## config.mk

```make
export PLATFORM = sky130hd
export DESIGN_NAME = dtsi_receiver_flat
export DESIGN_NICKNAME = d
export VERILOG_FILES = /design/src/hw/dtsi_pkg.sv /design/src/hw/dtsi_if.sv /design/src/hw/dtsi_receiver.sv /design/src/flat_wrapper.sv
export VERILOG_INCLUDE_DIRS = /design/src /design/src/hw
export SDC_FILE = /design/constraint.sdc
export NUM_CORES = 1
export LEC_CHECK = 0
export BUFFER_PORTS_ARGS = -buffer_cell sky130_fd_sc_hd__buf_2
export CAP_MARGIN = 5
export CORE_MARGIN = 5
export CORE_UTILIZATION = 50
export CTS_CLUSTER_SIZE = 24
export DETAILED_ROUTE_END_ITERATION = 6
export PLACE_DENSITY = 0.77
export SYNTH_ARGS = -nofsm -noshare
export SYNTH_HDL_FRONTEND = slang
export SYNTH_SLANG_ARGS = --single-unit
```

## constraint.sdc

```tcl
create_clock -name i_clk -period 3.7 [get_ports i_clk]
set_input_delay 0.555 -clock i_clk [delete_from_list [all_inputs] [get_ports i_clk]]
set_output_delay 0.555 -clock i_clk [all_outputs]
set_load 0.02 [all_outputs]
```

## src/hw/dtsi_defines.svh

```systemverilog
// timing counts and frame constants for the dual tap switch interpreter
`ifndef DTSI_DEFINES_SVH
`define DTSI_DEFINES_SVH

// system clock rate in hertz
`define DTSI_CLK_HZ 25000000
// width of a switch field and of the alive rolling count
`define DTSI_FIELD_W 2
`define DTSI_ALIVE_W 2
// transmitter must get a switch change onto the link within this time
`define DTSI_SEND_DELAY_MS 40
// longest time rounds down to whole cycles
`define DTSI_SEND_DELAY_CYC ((`DTSI_SEND_DELAY_MS * `DTSI_CLK_HZ) / 1000)
// receiver output must follow an input change within this time
`define DTSI_ACT_DELAY_MS 50
`define DTSI_ACT_DELAY_CYC ((`DTSI_ACT_DELAY_MS * `DTSI_CLK_HZ) / 1000)
// width of the frame and silence timers, enough for either count
`define DTSI_TIMER_W 21

`endif

```

## src/hw/dtsi_pkg.sv

```systemverilog
// types shared by both ends of the dual tap switch link
package dtsi_pkg;

  // switch-state field encoding, 0..3 in declaration order
  typedef enum logic [1:0] {
    DTSI_SW_NONE,
    DTSI_SW_INC,
    DTSI_SW_DEC,
    DTSI_SW_ILLEGAL
  } dtsi_sw_e;

  // enable field encoding, 0..3 in declaration order
  typedef enum logic [1:0] {
    DTSI_EN_OFF,
    DTSI_EN_SHIFT,
    DTSI_EN_RANGE,
    DTSI_EN_BAD
  } dtsi_en_e;

  // receiving end state
  typedef struct packed {
    logic seen;
    logic [1:0] cnt;
    dtsi_en_e en;
    dtsi_sw_e pri;
    dtsi_sw_e sec;
    logic gear_up;
    logic gear_down;
    logic range_up;
    logic range_down;
    logic fault;
    logic count_err;
    logic comm_lost;
    logic shift_active;
    logic range_active;
    logic [20:0] timer;
  } dtsi_rx_s;

  // transmitting end state
  typedef struct packed {
    logic valid;
    dtsi_en_e en;
    dtsi_sw_e pri;
    dtsi_sw_e sec;
    logic [1:0] alive;
    logic [1:0] cnt;
    logic sent_once;
    logic [20:0] timer;
  } dtsi_tx_s;

endpackage

```

## src/hw/dtsi_if.sv

```systemverilog
// link between the gateway transmitter and the tap switch receiver
`timescale 1ns/1ps
`default_nettype none

interface dtsi_if;
  import dtsi_pkg::*;

  // one frame per cycle of frame_valid, all fields sampled together
  logic frame_valid;
  dtsi_en_e enable;
  dtsi_sw_e primary;
  dtsi_sw_e secondary;
  logic [1:0] alive;

  modport gateway (
    output frame_valid,
    output enable,
    output primary,
    output secondary,
    output alive
  );

  modport receiver (
    input frame_valid,
    input enable,
    input primary,
    input secondary,
    input alive
  );
endinterface

`default_nettype wire

```

## src/hw/dtsi_receiver.sv

```systemverilog
// receiving end: turns tap switch frames into gear and range steps
//
// Contract
// RULE_01 - switch fields are two bits, four codes
// RULE_02 - enable off disables both features, no steps
// RULE_03 - illegal secondary code faults, gives no step
// RULE_04 - active secondary combines both fields into steps
// RULE_05 - both fields come in one frame together
// RULE_06 - steps only on a field value change
// RULE_07 - same direction on both gives one step
// RULE_08 - opposite directions mean no activation
// RULE_09 - later single new press after conflict steps
// RULE_10 - idle primary needs fresh secondary transition
// RULE_11 - range feature uses same logic for range steps
// RULE_12 - secondary defaults none; output within 50 ms
// RULE_13 - transmitter sends debounced secondary state
// RULE_14 - unsupported builds always send no activation
// RULE_15 - transmitter delivers secondary change within 40 ms
// RULE_16 - frame carries 2-bit rolling count 0..3
// RULE_17 - count error keeps last accepted fields
// RULE_18 - count covers enable, primary and secondary capture
// RULE_19 - count must be previous plus one, first free
// RULE_20 - previous fields stored, updated on accepted frames
`timescale 1ns/1ps
`default_nettype none
`include "dtsi_defines.svh"

module dtsi_receiver
  import dtsi_pkg::*;
#(
  // silence longer than this is communication loss
  parameter int SILENCE_CYC = `DTSI_ACT_DELAY_CYC
) (
  // clock, reset, enable
  input wire logic i_clk,
  input wire logic i_rst,
  input wire logic i_ce,
  // link
  dtsi_if.receiver link,
  // gear step requests, one-cycle pulses
  output logic o_gear_up,
  output logic o_gear_down,
  // range step requests, one-cycle pulses
  output logic o_range_up,
  output logic o_range_down,
  // feature state, levels
  output logic o_shift_active,
  output logic o_range_active,
  // diagnostics
  output logic o_fault,
  output logic o_count_err,
  output logic o_comm_lost
);

  dtsi_rx_s r;
  dtsi_rx_s next_r;

  // decoded frame fields
  dtsi_en_e in_en;
  dtsi_sw_e in_pri;
  dtsi_sw_e in_sec;
  logic [1:0] in_cnt;

  // frame acceptance
  logic count_ok;
  logic accept;
  logic silent;

  // transitions and combined request
  logic pri_up_edge;
  logic pri_down_edge;
  logic sec_up_edge;
  logic sec_down_edge;
  logic conflict;
  logic want_up;
  logic want_down;
  logic illegal;

  // link fields come from logic on this clock, no synchroniser needed
  assign in_en = link.enable;
  assign in_pri = link.primary; // RULE_01
  assign in_sec = link.secondary; // RULE_01
  assign in_cnt = link.alive; // RULE_16

  // first frame after reset or silence is taken as the count base
  assign count_ok = !r.seen || in_cnt == r.cnt + 2'h1; // RULE_19
  assign accept = link.frame_valid && count_ok; // RULE_17
  assign silent = r.timer >= 21'(SILENCE_CYC - 1);

  // a step needs a value newly entering inc or dec; unchanged repeats
  // and the illegal code never count as a press
  assign pri_up_edge = in_pri == DTSI_SW_INC &&
                       r.pri != DTSI_SW_INC; // RULE_06
  assign pri_down_edge = in_pri == DTSI_SW_DEC &&
                         r.pri != DTSI_SW_DEC; // RULE_06
  assign sec_up_edge = in_sec == DTSI_SW_INC &&
                       r.sec != DTSI_SW_INC; // RULE_10
  assign sec_down_edge = in_sec == DTSI_SW_DEC &&
                         r.sec != DTSI_SW_DEC; // RULE_10

  // opposite directions in one frame cancel; held values count too,
  // so a press against a held opposite switch also cancels
  assign conflict = (in_pri == DTSI_SW_INC && in_sec == DTSI_SW_DEC) ||
                    (in_pri == DTSI_SW_DEC &&
                     in_sec == DTSI_SW_INC); // RULE_08

  // illegal code on either field faults and blocks any step
  assign illegal = in_sec == DTSI_SW_ILLEGAL ||
                   in_pri == DTSI_SW_ILLEGAL; // RULE_03

  // both fields judged jointly; either edge in a direction gives one
  // step only, however many fields show it
  always_comb begin
    want_up = 1'b0;
    want_down = 1'b0;
    if (!conflict && !illegal) begin // RULE_04
      want_up = pri_up_edge || sec_up_edge; // RULE_07
      want_down = pri_down_edge || sec_down_edge; // RULE_09
    end
  end

  // next state: pulses clear every cycle, fields move on accepted frames
  always_comb begin
    next_r = r;
    next_r.gear_up = 1'b0;
    next_r.gear_down = 1'b0;
    next_r.range_up = 1'b0;
    next_r.range_down = 1'b0;
    next_r.count_err = 1'b0;
    next_r.timer = r.timer + 21'h1;
    if (link.frame_valid) begin
      // any frame, good count or not, shows the link is alive
      next_r.timer = 21'h0;
      next_r.comm_lost = 1'b0;
      next_r.count_err = !count_ok; // RULE_17
    end else if (silent) begin
      // communication loss: fall back to no activation
      next_r.timer = r.timer;
      next_r.comm_lost = 1'b1;
      next_r.seen = 1'b0;
      next_r.en = DTSI_EN_OFF;
      next_r.pri = DTSI_SW_NONE;
      next_r.sec = DTSI_SW_NONE; // RULE_12
      next_r.fault = 1'b0;
      next_r.shift_active = 1'b0;
      next_r.range_active = 1'b0;
    end
    if (accept) begin
      // all fields of the frame are taken as one sample
      next_r.seen = 1'b1;
      next_r.cnt = in_cnt;
      next_r.en = in_en; // RULE_05
      next_r.pri = in_pri; // RULE_20
      next_r.sec = in_sec; // RULE_20
      next_r.fault = illegal; // RULE_03
      next_r.shift_active = in_en == DTSI_EN_SHIFT;
      next_r.range_active = in_en == DTSI_EN_RANGE;
      // steps are routed by the enabled feature; off gives none
      unique case (in_en)
        DTSI_EN_SHIFT: begin
          next_r.gear_up = want_up; // RULE_04
          next_r.gear_down = want_down; // RULE_04
        end
        DTSI_EN_RANGE: begin
          next_r.range_up = want_up; // RULE_11
          next_r.range_down = want_down; // RULE_11
        end
        DTSI_EN_OFF: begin
          next_r.gear_up = 1'b0; // RULE_02
          next_r.gear_down = 1'b0; // RULE_02
          next_r.range_up = 1'b0; // RULE_02
          next_r.range_down = 1'b0; // RULE_02
        end
        DTSI_EN_BAD: begin
          // unused enable code handled as off, the safe choice
          next_r.gear_up = 1'b0;
          next_r.gear_down = 1'b0;
          next_r.range_up = 1'b0;
          next_r.range_down = 1'b0;
        end
      endcase
    end
  end

  // state register; reset loads the power-up defaults, all none
  always_ff @(posedge i_clk) begin
    if (i_rst) begin
      r <= '0; // RULE_12
    end else if (i_ce) begin
      r <= next_r;
    end
  end

  // outputs straight from the state register, one cycle after the
  // frame, far inside the actuation bound
  assign o_gear_up = r.gear_up; // RULE_12
  assign o_gear_down = r.gear_down;
  assign o_range_up = r.range_up;
  assign o_range_down = r.range_down;
  assign o_shift_active = r.shift_active;
  assign o_range_active = r.range_active;
  assign o_fault = r.fault;
  assign o_count_err = r.count_err;
  assign o_comm_lost = r.comm_lost;

endmodule

`default_nettype wire
```

## src/flat_wrapper.sv

```systemverilog
// flat-port wrapper written by rule: the top's interface ports become plain ports
module dtsi_receiver_flat import dtsi_pkg::*;
#(
                                                   
  parameter int SILENCE_CYC = `DTSI_ACT_DELAY_CYC
)
  (i_clk, i_rst, i_ce, o_gear_up, o_gear_down, o_range_up, o_range_down, o_shift_active, o_range_active, o_fault, o_count_err, o_comm_lost, link_frame_valid, link_enable, link_primary, link_secondary, link_alive);
  dtsi_if link_i ();
  input wire logic i_clk;
  input wire logic i_rst;
  input wire logic i_ce;
  output logic o_gear_up;
  output logic o_gear_down;
  output logic o_range_up;
  output logic o_range_down;
  output logic o_shift_active;
  output logic o_range_active;
  output logic o_fault;
  output logic o_count_err;
  output logic o_comm_lost;
  input wire logic [$bits(link_i.frame_valid)-1:0] link_frame_valid;
  input wire logic [$bits(link_i.enable)-1:0] link_enable;
  input wire logic [$bits(link_i.primary)-1:0] link_primary;
  input wire logic [$bits(link_i.secondary)-1:0] link_secondary;
  input wire logic [$bits(link_i.alive)-1:0] link_alive;
  assign link_i.frame_valid = link_frame_valid;
  assign link_i.enable = link_enable;
  assign link_i.primary = link_primary;
  assign link_i.secondary = link_secondary;
  assign link_i.alive = link_alive;
  dtsi_receiver #(.SILENCE_CYC(SILENCE_CYC)) u_core (.i_clk(i_clk), .i_rst(i_rst), .i_ce(i_ce), .link(link_i), .o_gear_up(o_gear_up), .o_gear_down(o_gear_down), .o_range_up(o_range_up), .o_range_down(o_range_down), .o_shift_active(o_shift_active), .o_range_active(o_range_active), .o_fault(o_fault), .o_count_err(o_count_err), .o_comm_lost(o_comm_lost));
endmodule
```

# After elaboration in Yosys (flattened, before gate mapping)
# Index checks and enable logic that the tools add are counted.
# totals
out_inout_bits,9
regBits,37
word_cells,70
# op_classes
add_sub_neg,2
n_mux,15
reduce_logical,23
order_cmp,1
eq_ne,15
# ops
op,n
2-to-1 mux 24 bit,1
adder 21 x 1 -> 21 bit (second input constant),1
greater-or-equal comparator 21 bit (second input constant),1
2-to-1 mux 21 bit,1
2-to-1 mux 14 bit,1
2-to-1 mux 6 bit,2
equality test 2 bit (second input constant),5
logical AND 1 bit,8
2-to-1 mux 2 bit,4
equality test 2 x 1 -> 1 bit (second input constant),3
2-to-1 mux 1 bit,6
!= test 2 x 1 -> 1 bit (second input constant),3
!= test 2 bit (second input constant),3
AND reduction 2 bit,3
logical OR 1 bit,5
zero test 1 bit,4
nonzero test 2 bit,2
AND reduction 3 bit,1
adder 2 x 1 -> 2 bit (second input constant),1
equality test 2 bit,1

# Depth between registers and ports, before layout
# logic_depth
ltp_word,8
ltp_mapped,8
depth_no_buf,6

# Worst setup path before layout
# OpenSTA, ideal clock, no wires.
# synth_timing
path_type,register to register
from,reg u_core.r[10] (netlist name)
to,reg u_core.r[1] (netlist name)
n_path_buf,3
slack_ns,1.656
t_arrival_ns,1.923
setup_ns,0.121
period_less_slack_ns,2.044
stages_incl_launch_ff,9
path_cell_list,dfxtp_1 buf_6 or3_1 or3_4 or3_1 buf_6 buf_8 a31oi_1 o21ai_1
# synth_via
elab_chain_len,3
# synth_rtl
element,line_no,rtl
"start, declared",dtsi_receiver.sv:55,dtsi_rx_s r;
"start signal, assigned",dtsi_receiver.sv:190,r <= next_r;
greater-or-equal comparator 21 bit,dtsi_receiver.sv:88,assign silent = r.timer >= 21'(SILENCE_CYC - 1);
!= test 2 bit (no line),n/a,
AND reduction 2 bit (no line),n/a,
# No other way between the ends.
# A chain may end at the register's enable or synchronous reset.

# Final worst setup path
# layout_timing
from,reg u_core.r[0] (netlist name)
to,reg u_core.r[33] (netlist name)
# layout_via
elab_chain_len,3
# layout_rtl
element,line_no
greater-or-equal comparator 21 bit,dtsi_receiver.sv:88
nonzero test 2 bit (no line),n/a
AND reduction 3 bit (no line),n/a
# No other way between the ends.

==> qor.csv <==
metric,value,unit
outcome,"finished, final reports clean",
Port Buffers,20,
register area,741,um2
Netlist cell types,56,
Setup crit end,u_core.r[33],
I/O pins,21,
GRT Util Overall,18.9,%
Congestion Overflow GR,0,
kind of critical path,flop to flop,
final worst-path cycle share,66.0,%
nets@finish,300,
main combinational cell family by area after synthesis,simple AND/OR/NAND/NOR gates,
asr flop ratio synth,0,%
max cap viols,0,
post-cts resize count,0,
hold slack,0.462,ns
Root Driver,clkbuf_8,
initial DRC count,129,
CTS Buf Count,5,
sequential area share after synthesis,32.1,%
Post-Syn Area,0.00231,mm2
number of synthesized flops with an enable pin,0,
Die Ht,77.9,um
buffer count from post-CTS setup fixing,0,
CTS tree,built,
fill count,414,
Antenna Violating Nets Remaining,0,
unrepaired setup endpoints after global routing,no,
# H-tree levels,2,
DRT Pass-1 Iters,4,
critical path arrival,2.65,ns
Clock Skews,0.0151,ns
Setup crit end kind,flop,
drt total wl,5.53,mm
Worst VDD drop,0.227,mV
Worst path max stage delay,0.56,ns
Synth Area in Compound Gates,22.8,%
Initial Utilization,52.3,%
simple-gate portion of the synthesized area,31.9,%
post-DP HPWL,3.73,mm
Setup crit start,u_core.r[0],
DRC,0,
minimum clock period,2.44,ns
final setup violation count,0,
"Cell Chain, Critical Path",ha_1 > a21o_1 > a21oi_1 > or3_1 > nand3_1 > a311oi_1,
PwrDens,327,mW/mm2
Synth Warn #,0,
die width,77.9,um
latest clock arrival within the worst-skew pair,0.30,ns
core area,0.00441,mm2
RePlAce Congestion,0.882,
Worst R2R Path Depth,6,
footprint of the multi-input gates,0.00134,mm2
Max-slew headroom,29.9,%
maximum clock rate,0.410,GHz
Final TNS setup,0,ns
Pins Over Slew Limit,0,
routed via count,2190,
Sink Count,37,
Worst Path Max Fanout,17,
die area,0.00607,mm2
drt wl/cell,16.3,um
number of global-route vias before repair,2015,
Site Rows,24,
Clock Path Buffers,2,
worst min-delay path class,flop to flop,
"slowest stage cell, crit path",or3_1,
top_reg_cell synth,dfxtp_1,
layout cells sized above 1,14.9,%
Vias/cell,6.44,
final hold violation count,0,
Worst-Margin Slew,1.05,ns
Final Total Pwr,778,uW
post-synthesis mux area share,2.66,%
CTS Hold Buffers Added,0,
Adder-Cell Fraction of Synth Area,0.542,%
Yosys reg bits,37,
ANT cells,0,
R2R Setup Slk,1.26,ns
initial antenna violation count,0,
r2r endpoint,u_core.r[33],
startpoint types,flop,
first-pass GRT wire length,9.57,mm
Post-Synthesis Cells,280,
largest net degree at the start of global routing,36,
Synth-to-Final Area Change,3.09,%
Worst-path clk slew,0.09,ns
syn nets,293,
required time of the critical path,3.91,ns
worst flop-to-flop path startpoint,u_core.r[0],
"Avg Cell Area, Syn",8.24,um2
Synth Area in XOR/XNOR,0.380,%
leakage dissipation,0.000757,uW
worst max-delay path, delay by kind of cell, from the launching register on:
family | cells | cell delay, ns
AND/OR/NAND/NOR | 2 | 0.92
AO/OA/AOI/OAI | 3 | 0.77
flip-flops | 1 | 0.38
adder cells (fa/ha/maj) | 1 | 0.28
final cells by class:
cell class	instances	area share, %
multi-input cells	214	56.5
flip-flops and latches	37	31.1
repair buffers	21	4.52
clock buffers	5	2.89
well taps	52	2.74
inverters	8	1.26
clock inverters	3	0.947
power by group:
group	internal (uW)	leakage, uW	switching [uW]
combinational	25.1	0.000421	48.3
sequential	404	0.000299	6.52
clock	132	0.0000364	161
total	562	0.000757	216
worst min-delay path by stage:
stage,cells past startpoint,startpoint,endpoint,slack [ns]
after floorplan,2,u_core.r[20],u_core.r[20],0.45
after global placement,2,u_core.o_gear_up,u_core.o_gear_up,0.44
after detailed placement,2,u_core.o_gear_up,u_core.o_gear_up,0.45
after CTS,2,u_core.o_gear_up,u_core.o_gear_up,0.47
after global routing,2,u_core.o_count_err,u_core.o_count_err,0.49
final,2,u_core.o_gear_up,u_core.o_gear_up,0.46
flip-flops by register name (all words and copies together) (netlist names):
register and flops:
u_core.o_comm_lost 1, u_core.o_count_err 1, u_core.o_fault 1, u_core.o_gear_down 1, u_core.o_gear_up 1, u_core.o_range_active 1, u_core.o_range_down 1, u_core.o_range_up 1
u_core.o_shift_active 1, u_core.r 28
metrics by stage:
step           setup WS [ns]  cells  util [%]  cell area, um2
5_1_grt                 1.03    340      53.9            2380
6_report                1.26    340      53.9            2380
4_1_cts                 1.27    340      53.9            2380
3_5_place_dp            1.25    332      51.8            2290
2_1_floorplan           1.66    280         -            2310
3_3_place_gp            1.34    332      51.8            2290
kinds of logic after synthesis:
family                   Yosys count
XOR/XNOR                           1
multiplexers                       6
AO/OA/AOI/OAI                     73
adder cells (fa/ha/maj)            1
flip-flops                        37
buffers and inverters             29
AND/OR/NAND/NOR                  133
layout by cell type, fill, tap and decap left out, types with 3 or more instances in the layout:
master,n
dfxtp_1,37
nand2_1,26
nor2_1,26
buf_2,20
nand4_1,18
a21oi_1,13
nor3_1,10
a31oi_1,10
inv_1,8
nand3_1,8
o311ai_0,8
a211oi_1,7
nand4b_1,6
nand2b_1,6
mux2i_1,5
o21ai_0,5
nor2b_1,5
clkbuf_8,5
nor3b_1,4
a32oi_1,4
a311oi_1,4
nor4_1,4
or3_1,3
and4_1,3
or4_1,3
o211ai_1,3
o41ai_1,3
clkinvlp_4,3
routing by layer:
layer	track usage, %	share of wire, %
met1	26.2	45
met4	5.41	1.3
met3	4.40	6.6
met2	29.4	47
met5	0	0
synth_stat cells (2+ instances only):
cell type	n	area, um2
dfxtp_1	37	741
nand2_1	26	97.6
nor2_1	26	97.6
nand4_1	18	113
a21oi_1	13	65.1
a31oi_1	10	62.6
nor3_1	10	50.1
clkbuf_1	8	30.0
inv_1	8	30.0
nand3_1	8	40.0
o311ai_0	8	70.1
a211oi_1	7	52.6
nand2b_1	6	37.5
nand4b_1	6	52.6
clkbuf_8	5	68.8
mux2i_1	5	50.1
nor2b_1	5	31.3
o21ai_0	5	25.0
a311oi_1	4	35.0
a32oi_1	4	35.0
nor3b_1	4	30.0
nor4_1	4	25.0
and4_1	3	26.3
buf_6	3	33.8
o211ai_1	3	22.5
o41ai_1	3	26.3
or3_1	3	18.8
or4_1	3	22.5
a21o_1	2	15.0
a31o_2	2	17.5
and2_1	2	12.5
o21ai_1	2	10.0
o221a_2	2	22.5
or2_2	2	12.5
or2b_2	2	17.5
Power figures use the tool's default switching activity.
